==> src/hw/cantrx_pkg.sv <==
// Package for the transceiver mode and wake controller.
// Holds timing counts, register offsets, field positions and state codes.
package cantrx_pkg;
  localparam int unsigned CLK_HZ               = 40000000;
  // Transmit time-out of the transceiver in microseconds; the controller's reset limit keeps dominant runs below it.
  localparam int unsigned TXD_TIMEOUT_US       = 300;
  localparam int unsigned TXD_TIMEOUT_CYC      = (TXD_TIMEOUT_US * (CLK_HZ / 1000000));
  // Settle time after a normal request before the normal mode is entered, in microseconds.
  localparam int unsigned MODE_SETTLE_US       = 2;
  localparam int unsigned MODE_SETTLE_CYC      = (MODE_SETTLE_US * (CLK_HZ / 1000000));
  localparam int unsigned CNT_W                = 16;

  // Register offsets (word index on the local port).
  localparam logic [3:0] ADDR_CTRL   = 4'h0;
  localparam logic [3:0] ADDR_STATUS = 4'h1;
  localparam logic [3:0] ADDR_TXDATA = 4'h2;
  localparam logic [3:0] ADDR_LIMIT  = 4'h3;

  // Control register fields.
  localparam int unsigned CTRL_NORMAL_BIT  = 0;
  localparam int unsigned CTRL_AUTOWAKE_BIT = 1;
  localparam int unsigned CTRL_WAKECLR_BIT = 2;
  localparam logic [7:0]  CTRL_RESET       = 8'h00;

  // Status register fields.
  localparam int unsigned STAT_NORMAL_BIT  = 0;
  localparam int unsigned STAT_WAKE_BIT    = 1;
  localparam int unsigned STAT_RX_BIT      = 2;
  localparam int unsigned STAT_CLAMP_BIT   = 3;
  localparam int unsigned STAT_TX_BIT      = 4;

  typedef enum logic [2:0] {
    CANTRX_STANDBY = 3'b001,
    CANTRX_SETTLE  = 3'b010,
    CANTRX_NORMAL  = 3'b100
  } cantrx_mode_t;
endpackage

==> src/hw/cantrx_sync.sv <==
// Two-stage synchroniser for a pin that comes from the transceiver.
// Assumes the pin may change at any time relative to clock_i.
`timescale 1ns/1ps
`default_nettype none
module cantrx_sync (
  input  wire logic clock_i,
  input  wire logic rstn_i,
  input  wire logic ce_i,
  input  wire logic din_i,
  output logic      dout_o
);
  logic stage1;

  // Resets high because the receive line rests recessive.
  always_ff @(posedge clock_i or negedge rstn_i) begin
    if (!rstn_i) begin
      stage1 <= 1'b1;
      dout_o <= 1'b1;
    end else if (ce_i) begin
      stage1 <= din_i;
      dout_o <= stage1;
    end
  end
endmodule // cantrx_sync
`default_nettype wire

==> src/hw/cantrx_guard.sv <==
// Dominant run guard on the transmit path.
// Assumes limit_i is stable while transmitting; counts in clock_i cycles.
`timescale 1ns/1ps
`default_nettype none
module cantrx_guard (
  input  wire logic                          clock_i,
  input  wire logic                          rstn_i,
  input  wire logic                          ce_i,
  input  wire logic                          tx_req_i,
  input  wire logic [cantrx_pkg::CNT_W-1:0]  limit_i,
  output logic                               tx_o,
  output logic                               clamp_o
);
  logic [cantrx_pkg::CNT_W-1:0] run;

  // A request of low is dominant; a forced recessive bit ends the run once it reaches limit_i.
  always_ff @(posedge clock_i or negedge rstn_i) begin
    if (!rstn_i) begin
      run     <= '0;
      tx_o    <= 1'b1;
      clamp_o <= 1'b0;
    end else if (ce_i) begin
      if (tx_req_i) begin
        run     <= '0;
        tx_o    <= 1'b1;
        clamp_o <= 1'b0;
      end else if (run >= limit_i) begin
        tx_o    <= 1'b1;
        clamp_o <= 1'b1;
      end else begin
        run  <= run + 1'b1;
        tx_o <= 1'b0;
      end
    end
  end
endmodule // cantrx_guard
`default_nettype wire

==> src/hw/cantrx_ctrl.sv <==
// Controller that drives a CAN transceiver through its transmit, receive and mode pins.
// Assumes the transceiver pins are wired directly and rx arrives asynchronously.
//
// Design decisions made here: the register offsets and strobed register access.
`timescale 1ns/1ps
`default_nettype none
module cantrx_ctrl (
  input  wire logic       clock_i,
  input  wire logic       rstn_i,
  input  wire logic       ce_i,
  // Software port.
  input  wire logic [3:0] addr_i,
  input  wire logic [7:0] wdata_i,
  input  wire logic       wr_i,
  input  wire logic       rd_i,
  output logic      [7:0] rdata_o,
  // Protocol side.
  input  wire logic       tx_bit_i,
  output logic            rx_bit_o,
  output logic            wake_o,
  // Transceiver pins.
  input  wire logic       trx_rx_i,
  output logic            trx_tx_o,
  output logic            trx_standby_o
);
  cantrx_pkg::cantrx_mode_t mode;
  cantrx_pkg::cantrx_mode_t next_mode;

  logic                         rx_sync;
  logic                         rx_prev;
  logic                         ctrl_normal;
  logic                         ctrl_autowake;
  logic                         sw_tx;
  logic                         wake;
  logic                         tx_req;
  logic                         guard_tx;
  logic                         clamp;
  logic [cantrx_pkg::CNT_W-1:0] limit;
  logic [cantrx_pkg::CNT_W-1:0] settle;
  logic                         want_normal;
  logic                         wake_set;

  function automatic logic is_reg(input logic [3:0] a, input logic [3:0] target);
    is_reg = (a == target);
  endfunction

  cantrx_sync u_sync (
    .clock_i (clock_i),
    .rstn_i  (rstn_i),
    .ce_i    (ce_i),
    .din_i   (trx_rx_i),
    .dout_o  (rx_sync)
  );

  // The software data bit and the protocol bit are both needed recessive before the pin goes recessive.
  assign tx_req = (mode == cantrx_pkg::CANTRX_NORMAL) ? (tx_bit_i & sw_tx) : 1'b1;

  cantrx_guard u_guard (
    .clock_i  (clock_i),
    .rstn_i   (rstn_i),
    .ce_i     (ce_i),
    .tx_req_i (tx_req),
    .limit_i  (limit),
    .tx_o     (guard_tx),
    .clamp_o  (clamp)
  );

  // Control registers.
  always_ff @(posedge clock_i or negedge rstn_i) begin
    if (!rstn_i) begin
      ctrl_normal   <= cantrx_pkg::CTRL_RESET[cantrx_pkg::CTRL_NORMAL_BIT];
      ctrl_autowake <= cantrx_pkg::CTRL_RESET[cantrx_pkg::CTRL_AUTOWAKE_BIT];
      sw_tx         <= 1'b1;
      limit         <= cantrx_pkg::CNT_W'(cantrx_pkg::TXD_TIMEOUT_CYC - 1);
    end else if (ce_i) begin
      if (wr_i && is_reg(addr_i, cantrx_pkg::ADDR_CTRL)) begin
        ctrl_normal   <= wdata_i[cantrx_pkg::CTRL_NORMAL_BIT];
        ctrl_autowake <= wdata_i[cantrx_pkg::CTRL_AUTOWAKE_BIT];
      end else if (wake && ctrl_autowake && mode == cantrx_pkg::CANTRX_STANDBY) begin
        ctrl_normal <= 1'b1;
      end
      if (wr_i && is_reg(addr_i, cantrx_pkg::ADDR_TXDATA)) begin
        sw_tx <= wdata_i[0];
      end
      if (wr_i && is_reg(addr_i, cantrx_pkg::ADDR_LIMIT)) begin
        limit <= {limit[cantrx_pkg::CNT_W-1:8], wdata_i};
      end
    end
  end

  assign want_normal = ctrl_normal;

  // Mode sequencing.
  always_comb begin
    next_mode = mode;
    case (mode)
      cantrx_pkg::CANTRX_STANDBY: begin
        if (want_normal) begin
          next_mode = cantrx_pkg::CANTRX_SETTLE;
        end
      end
      cantrx_pkg::CANTRX_SETTLE: begin
        if (!want_normal) begin
          next_mode = cantrx_pkg::CANTRX_STANDBY;
        end else if (settle == '0) begin
          next_mode = cantrx_pkg::CANTRX_NORMAL;
        end
      end
      cantrx_pkg::CANTRX_NORMAL: begin
        if (!want_normal) begin
          next_mode = cantrx_pkg::CANTRX_STANDBY;
        end
      end
      default: next_mode = cantrx_pkg::CANTRX_STANDBY;
    endcase
  end

  always_ff @(posedge clock_i or negedge rstn_i) begin
    if (!rstn_i) begin
      mode   <= cantrx_pkg::CANTRX_STANDBY;
      settle <= '0;
    end else if (ce_i) begin
      mode <= next_mode;
      if (mode == cantrx_pkg::CANTRX_STANDBY) begin
        settle <= cantrx_pkg::CNT_W'(cantrx_pkg::MODE_SETTLE_CYC);
      end else if (settle != '0) begin
        settle <= settle - 1'b1;
      end
    end
  end

  // Pin drive: mode pin high only for standby, transmit held recessive outside normal.
  always_ff @(posedge clock_i or negedge rstn_i) begin
    if (!rstn_i) begin
      trx_standby_o <= 1'b1;
      trx_tx_o      <= 1'b1;
    end else if (ce_i) begin
      trx_standby_o <= (next_mode == cantrx_pkg::CANTRX_STANDBY);
      // Leaving normal forces recessive at once, so a late dominant bit never meets a standby mode pin.
      trx_tx_o      <= (next_mode == cantrx_pkg::CANTRX_NORMAL) ? guard_tx : 1'b1;
    end
  end

  // Wake detection: a falling receive edge in standby means the transceiver has seen a filtered dominant.
  // A pin held low across a change into standby is not an edge, so a stuck bus gives no wake; out of reset a low pin is one, as rx_prev resets high.
  assign wake_set = (mode == cantrx_pkg::CANTRX_STANDBY) && rx_prev && !rx_sync;

  always_ff @(posedge clock_i or negedge rstn_i) begin
    if (!rstn_i) begin
      rx_prev <= 1'b1;
      wake    <= 1'b0;
    end else if (ce_i) begin
      rx_prev <= rx_sync;
      if (wake_set) begin
        wake <= 1'b1;
      end else if (wr_i && is_reg(addr_i, cantrx_pkg::ADDR_CTRL) && wdata_i[cantrx_pkg::CTRL_WAKECLR_BIT]) begin
        wake <= 1'b0;
      end
    end
  end

  // Outputs to the protocol side and the software port.
  always_ff @(posedge clock_i or negedge rstn_i) begin
    if (!rstn_i) begin
      rx_bit_o <= 1'b1;
      wake_o   <= 1'b0;
      rdata_o  <= 8'h00;
    end else if (ce_i) begin
      rx_bit_o <= (mode == cantrx_pkg::CANTRX_NORMAL) ? rx_sync : 1'b1;
      wake_o   <= wake;
      rdata_o  <= 8'h00;
      if (rd_i) begin
        case (addr_i)
          cantrx_pkg::ADDR_CTRL: begin
            rdata_o <= {6'h00, ctrl_autowake, ctrl_normal};
          end
          cantrx_pkg::ADDR_STATUS: begin
            rdata_o <= {3'h0, ~guard_tx, clamp, rx_sync, wake, (mode == cantrx_pkg::CANTRX_NORMAL)};
          end
          cantrx_pkg::ADDR_TXDATA: begin
            rdata_o <= {7'h00, sw_tx};
          end
          cantrx_pkg::ADDR_LIMIT: begin
            rdata_o <= limit[7:0];
          end
          default: rdata_o <= 8'h00;
        endcase
      end
    end
  end
endmodule // cantrx_ctrl
`default_nettype wire

==> config.mk <==
export PLATFORM = sky130hd
export DESIGN_NAME = cantrx_ctrl
export DESIGN_NICKNAME = d
export VERILOG_FILES = /design/src/hw/cantrx_pkg.sv /design/src/hw/cantrx_sync.sv /design/src/hw/cantrx_guard.sv /design/src/hw/cantrx_ctrl.sv
export SDC_FILE = /design/constraint.sdc
export NUM_CORES = 1
export LEC_CHECK = 0
export ABC_AREA = 1
export BUFFER_PORTS_ARGS = -buffer_cell sky130_fd_sc_hd__buf_2
export CAP_MARGIN = 20
export CORE_ASPECT_RATIO = 1.4
export CORE_MARGIN = 2
export CORE_UTILIZATION = 50
export CTS_CLUSTER_SIZE = 14
export DETAILED_ROUTE_END_ITERATION = 10
export PLACE_DENSITY = 0.69
export RECOVER_POWER = 25
export SYNTH_ARGS = -nofsm -noshare
export SYNTH_HDL_FRONTEND = slang
export SYNTH_SLANG_ARGS = --single-unit
export TNS_END_PERCENT = 20
==> constraint.sdc <==
create_clock -name clock_i -period 4.1 [get_ports clock_i]
set_input_delay 0.41 -clock clock_i [delete_from_list [all_inputs] [get_ports clock_i]]
set_output_delay 0.41 -clock clock_i [all_outputs]
set_load 0.02 [all_outputs]
Word level (Yosys, flattened, before mapping)
Cells that the tools add are included.
{"block": "op_classes", "addsub": 2, "multipliers": 0, "div": 0, "order_cmp": 1, "eq_ne": 9, "n_shift": 0, "mux": 22, "bitwise_logic": 2, "reduce_logical": 24}
{"op": "$mux 16", "count": 4}
{"op": "$pmux 8 s4", "count": 1}
{"op": "$add 16x1->16 const B", "count": 1}
{"op": "$ge 16x14->1", "count": 1}
{"op": "$logic_not 16->1", "count": 1}
{"op": "$reduce_and 2->1", "count": 8}
{"op": "$reduce_bool 16->1", "count": 1}
{"op": "$sub 16x1->16 const B", "count": 1}
{"op": "$mux 3", "count": 4}
{"op": "$mux 1", "count": 11}
{"op": "$pmux 3 s3", "count": 1}
{"op": "$eq 4x2->1 const B", "count": 2}
{"op": "$logic_and 1x1->1", "count": 8}
{"op": "$mux 8", "count": 1}
{"op": "$reduce_bool 2->1", "count": 4}
{"op": "$eq 3x1->1 const B", "count": 2}
{"op": "$eq 3x3->1 const B", "count": 2}
{"op": "$eq 4x1->1 const B", "count": 1}
{"op": "$logic_not 4->1", "count": 1}
{"op": "$eq 3x2->1 const B", "count": 1}
{"op": "$ne 2x2->1 const B", "count": 1}
{"op": "$and 1x1->1", "count": 1}
{"op": "$logic_not 1->1", "count": 1}
{"op": "$not 1->1", "count": 1}
{"block": "totals", "ff_bits": 64, "latchBits": 0, "mem_bits_rw": 0, "mem_bits_ro": 0, "in_bits": 19, "elab_cells": 78, "memories": 0}

Longest topological paths before layout
{"block": "depth", "ltp_word": 6, "depth_mapped": 15, "mapped_depth_nobuf": 14}

By module
A second synthesis with hierarchy kept.
{"block": "unflattened", "hier_cells": 537, "area_unflattened_um2": 4045.1}
{"mod": "cantrx_ctrl", "instances": 1, "cells_per_inst": 307, "area_per_inst_um2": 2398.6, "seq_area_each_um2": 1117.3}
{"mod": "cantrx_guard", "instances": 1, "cells_per_inst": 221, "area_per_inst_um2": 1567.8, "seq_area_each_um2": 451.7}
{"mod": "cantrx_sync", "instances": 1, "cells_per_inst": 9, "area_per_inst_um2": 78.8, "seq_area_each_um2": 52.6}

Worst setup path before layout
Ideal clock, no wire load.
{"block": "synth_timing", "path_type": "register to register", "from": "register limit[7] (netlist bit)", "to": "register u_guard.run[4] (netlist bit)", "setup_ps": 117, "t_arrival_ps": 1654, "setup_slack_ps": 2329, "stages_incl_launch_ff": 14, "path_buffers": 1, "cell_sequence": "dfstp_2 inv_1 ha_1 nand2_1 inv_1 nand2_1 nand2_1 nor2_1 nand2_1 nand2_1 nand3_2 buf_4 nand3_1 nand2_1"}
{"block": "synth_between", "elab_chain_cells": 3}
{"element": "start, declared", "line": "cantrx_ctrl.sv:38", "rtl": "logic [cantrx_pkg::CNT_W-1:0] limit;"}
{"element": "start signal, assigned", "line": "cantrx_ctrl.sv:74", "rtl": "limit <= cantrx_pkg::CNT_W'(cantrx_pkg::TXD_TIMEOUT_CYC - 1);"}
{"element": "start signal, assigned", "line": "cantrx_ctrl.sv:86", "rtl": "limit <= {limit[cantrx_pkg::CNT_W-1:8], wdata_i};"}
{"element": "$ge 16x14->1", "line": "cantrx_guard.sv:27", "rtl": "end else if (run >= limit_i) begin"}
{"element": "$ne 2x2->1 (no line)"}
{"element": "$reduce_and 2->1 (no line)"}
{"element": "end signal, assigned", "line": "cantrx_guard.sv:31", "rtl": "run <= run + 1'b1;"}
{"element": "end, declared", "line": "cantrx_guard.sv:14", "rtl": "logic [cantrx_pkg::CNT_W-1:0] run;"}
Every way passes these cells.
A chain may end at the register's enable or synchronous reset.

Final worst setup path
{"block": "layout_timing", "from": "register settle[0] (netlist bit)", "to": "register settle[1] (netlist bit)"}
{"block": "layout_between", "elab_chain_cells": 3, "word_cells_on_any_way": 6, "classes_between": "add/sub (1); mux (2); reduce/logical (3)"}
{"element": "start, declared", "line": "cantrx_ctrl.sv:39", "rtl": "logic [cantrx_pkg::CNT_W-1:0] settle;"}
{"element": "start signal, assigned", "line": "cantrx_ctrl.sv:125", "rtl": "settle <= cantrx_pkg::CNT_W'(cantrx_pkg::MODE_SETTLE_CYC);"}
{"element": "start signal, assigned", "line": "cantrx_ctrl.sv:127", "rtl": "settle <= settle - 1'b1;"}
{"element": "$sub 16x1->16 or $reduce_bool 16->1 (tied branches)", "line": "cantrx_ctrl.sv:127, cantrx_ctrl.sv:126"}
{"element": "$mux 16 or $reduce_bool 2->1 (tied branches)"}
{"element": "$mux 16 or $reduce_and 2->1 (tied branches)"}
Several ways; a longest one is shown, not always the timed one. The select of a mux whose other input is x is not followed.

==> results.ini <==
[cells_and_area]
final_area_mm2 = 0.00411
final_util_pct = 56.6
fillCellCount = 708
fin_cells = 608
antennaDiodeCount = 0
nets = 535
layout-drive-gt1-share_pct = 17.4
synthToLayoutAreaGrowth_pct = 11.1
layout_common_cells = 131 x nand2_1, 62 x nor2_1, 53 x inv_1, 48 x dfrtp_1, 38 x nand3_1
final_common_cell = nand2_1

[global_routing]
track_usage_pct = 22.0
grt_pass1_wl_um = 14100
grtUsageMet2_pct = 40.4
grt_overflow = 0
grtUsageMet3_pct = 4.20
grt_max_degree = 40
grtUsageMet1_pct = 24.1
grt_pass1_vias = 3207
antenna_found_initial = 0
busiest_layer = met2

[clock_tree]
htreeDepth = 3
hold_buffers = 0
cts_tree = yes
clock-sinks = 64
cts-root-buf = clkbuf_8
cts.path.max_buffers = 2
ctsResizeCount = 0
cts_buffers = 9
post-cts-setup-buffers = 0
clk_latency_ns = 0.34
clk_pin_slew_ns = 0.07

[floorplan]
ios = 31
dieArea_mm2 = 0.00812
die_w_um = 76.7
die_h_um = 106
start_util_pct = 50.9
core-area_mm2 = 0.00727
num_rows = 37

[synth]
synthArstFlopShare_pct = 100
ys_ff_latch = 64
synth_top_cell_area_share_pct = 32.5
postSynthCellCount = 475
synthesis.area_mm2 = 0.00370
netlist_top_cells_area = dfrtp_1 32%, nand2_1 13%, dfstp_2 11%
synth_cell_types = 39
synth_edf_count = 0
ys_seq_area_share_pct = 43.8
yosys.area.top_type = dfrtp_1
yosys_most_used_dff = dfrtp_1
yosysWarnings = 0
avgSynthCellArea_um2 = 7.79
syn-num-nets = 504

[route]
vias = 3110
wirelength_um = 8130
antenna_left = 0
drtPass1Iterations = 4
drt-initial-drc-count = 155
vias_per_cell = 5.12
drc = 0
routedWlPerCell_um = 13.4

[power_and_ir_drop]
irDropWorstVdd_uv = 329
power_w = 0.00228
p_leak_nw = 2.06
power_density_mw_per_mm2 = 555

[timing]
worst_pin_slew_ns = 1.42
min_period_ns = 2.27
skew_ns = 0.00769
rsz0062_at_grt = false
post-route-period-util_pct = 55.4
fmax_ghz = 0.440
final-setup-viol-count = 0
fin_tns_setup_ns = 0
final_max_slew_viol_count = 0
slew_headroom_pct = 5.62
hold_viol = 0

[place]
io_buffers = 30
dpl.hpwl_um = 6040
gp_congestion = 0.855
post_dp_cell_area_mm2 = 0.00390
dp_cells = 592

[critical_path]
crit_chain = inv_1, ha_1, nand2_2, nor2_4, nand3_2, o21ai_4, inv_2, nand3b_1, o21ai_2
crit_arrival_ns = 2.51
required_ns = 4.33
end_kind = flop
start_kind = flop
critPathSlowestCell = o21ai_4
crit_type = flop to flop
cp_max_fo = 22
slowest_delay_ns = 0.51

[run]
cap_violations = 0

[worst_hold_path]
min_path_type = primary input to flop

[outcome]
status = finished clean

registers in the layout, indices dropped and copies added (netlist names), 3 cells and up:
| signal | cells |
|---|---|
| settle | 16 |
| u_guard.run | 16 |
| limit | 8 |
| rdata_o | 8 |
| mode | 3 |
metal layers:
layer  share of wire, %  vias to the layer above  wire length [um]
met5                  0                        -                 0
met4                2.8                        0               224
met1                 41                     1471              3310
met3                2.4                       15               198
met2                 54                       48              4400
li1                   -                     1576                 -
worst max-delay path: cells and delay by family, from the launching register on:
family	cells	cell delay (ns)
buffers and inverters	2	0.38
adders and majority gates	1	0.29
DFF	1	0.42
AOI/OAI and AO/OA	2	0.57
and+or+nand+nor	4	0.51
per-stage QoR:
stage / hold WS, ns / setup slack (ns)
final: 0.289 / 1.83
after global routing: 0.290 / 1.62
after CTS: 0.0675 / 1.82
after detailed placement: 0.442 / 1.86
after global placement: 0.439 / 1.93
after floorplan: 0.114 / 2.33
area by class of cell:
| cell class | instances | area [um^2] | share of cell area, % |
|---|---|---|---|
| Multi-Input combinational cell | 346 | 1800 | 43.7 |
| Sequential cell | 64 | 1620 | 39.4 |
| Inverter | 54 | 203 | 4.93 |
| Timing Repair Buffer | 31 | 155 | 3.77 |
| Clock buffer | 13 | 149 | 3.62 |
| Tap cell | 97 | 121 | 2.95 |
| Clock inverter | 3 | 65.1 | 1.58 |
where the power goes:
group | leakage (nW) | internal (W) | switching (W)
combinational | 1.15 | 0.000270 | 0.000505
clock | 0.108 | 0.000359 | 0.000242
sequential | 0.808 | 0.000780 | 0.000127
cell usage after synthesis (2+ instances only):
| master | count |
|---|---|
| xor2_1 | 15 |
| nor2_2 | 3 |
| nand2_2 | 4 |
| nand4_1 | 2 |
| buf_6 | 3 |
| nand2_4 | 2 |
| buf_2 | 3 |
| dfrtp_1 | 48 |
| a22o_1 | 3 |
| o21ai_1 | 2 |
| o21ai_0 | 18 |
| nand3_1 | 38 |
| nor2_1 | 62 |
| nand3b_1 | 7 |
| clkbuf_1 | 2 |
| a21oi_1 | 13 |
| o21ai_2 | 11 |
| or2_2 | 2 |
| buf_4 | 3 |
| dfstp_2 | 16 |
| inv_1 | 53 |
| nor3b_1 | 2 |
| o22ai_1 | 3 |
| nor3_1 | 4 |
| nand3_2 | 3 |
| nand2_1 | 131 |
| ha_1 | 10 |
kinds of logic after synthesis:
logic type      synth area share (%)
flops                           43.8
simple gates                    31.4
xor+xnor                        3.79
buf+inv                         7.61
compound gates                  10.0
fa+ha+maj                       3.38
final timing paths:
path	startpoint	slack, ns	end	depth (start not counted)
min reg2reg	u_sync.stage1	0.46	u_sync.stage1	2
min in group asynchronous	rstn_i	0.38	rdata_o[4]	1
max reg2reg	settle[0]	1.83	settle[1]	9
min	trx_rx_i	0.29	u_sync.stage1	3
max	settle[0]	1.83	settle[1]	9
max in group asynchronous	rstn_i	2.49	u_guard.tx_o	2
No activity file was read; power rests on OpenSTA's default activity.
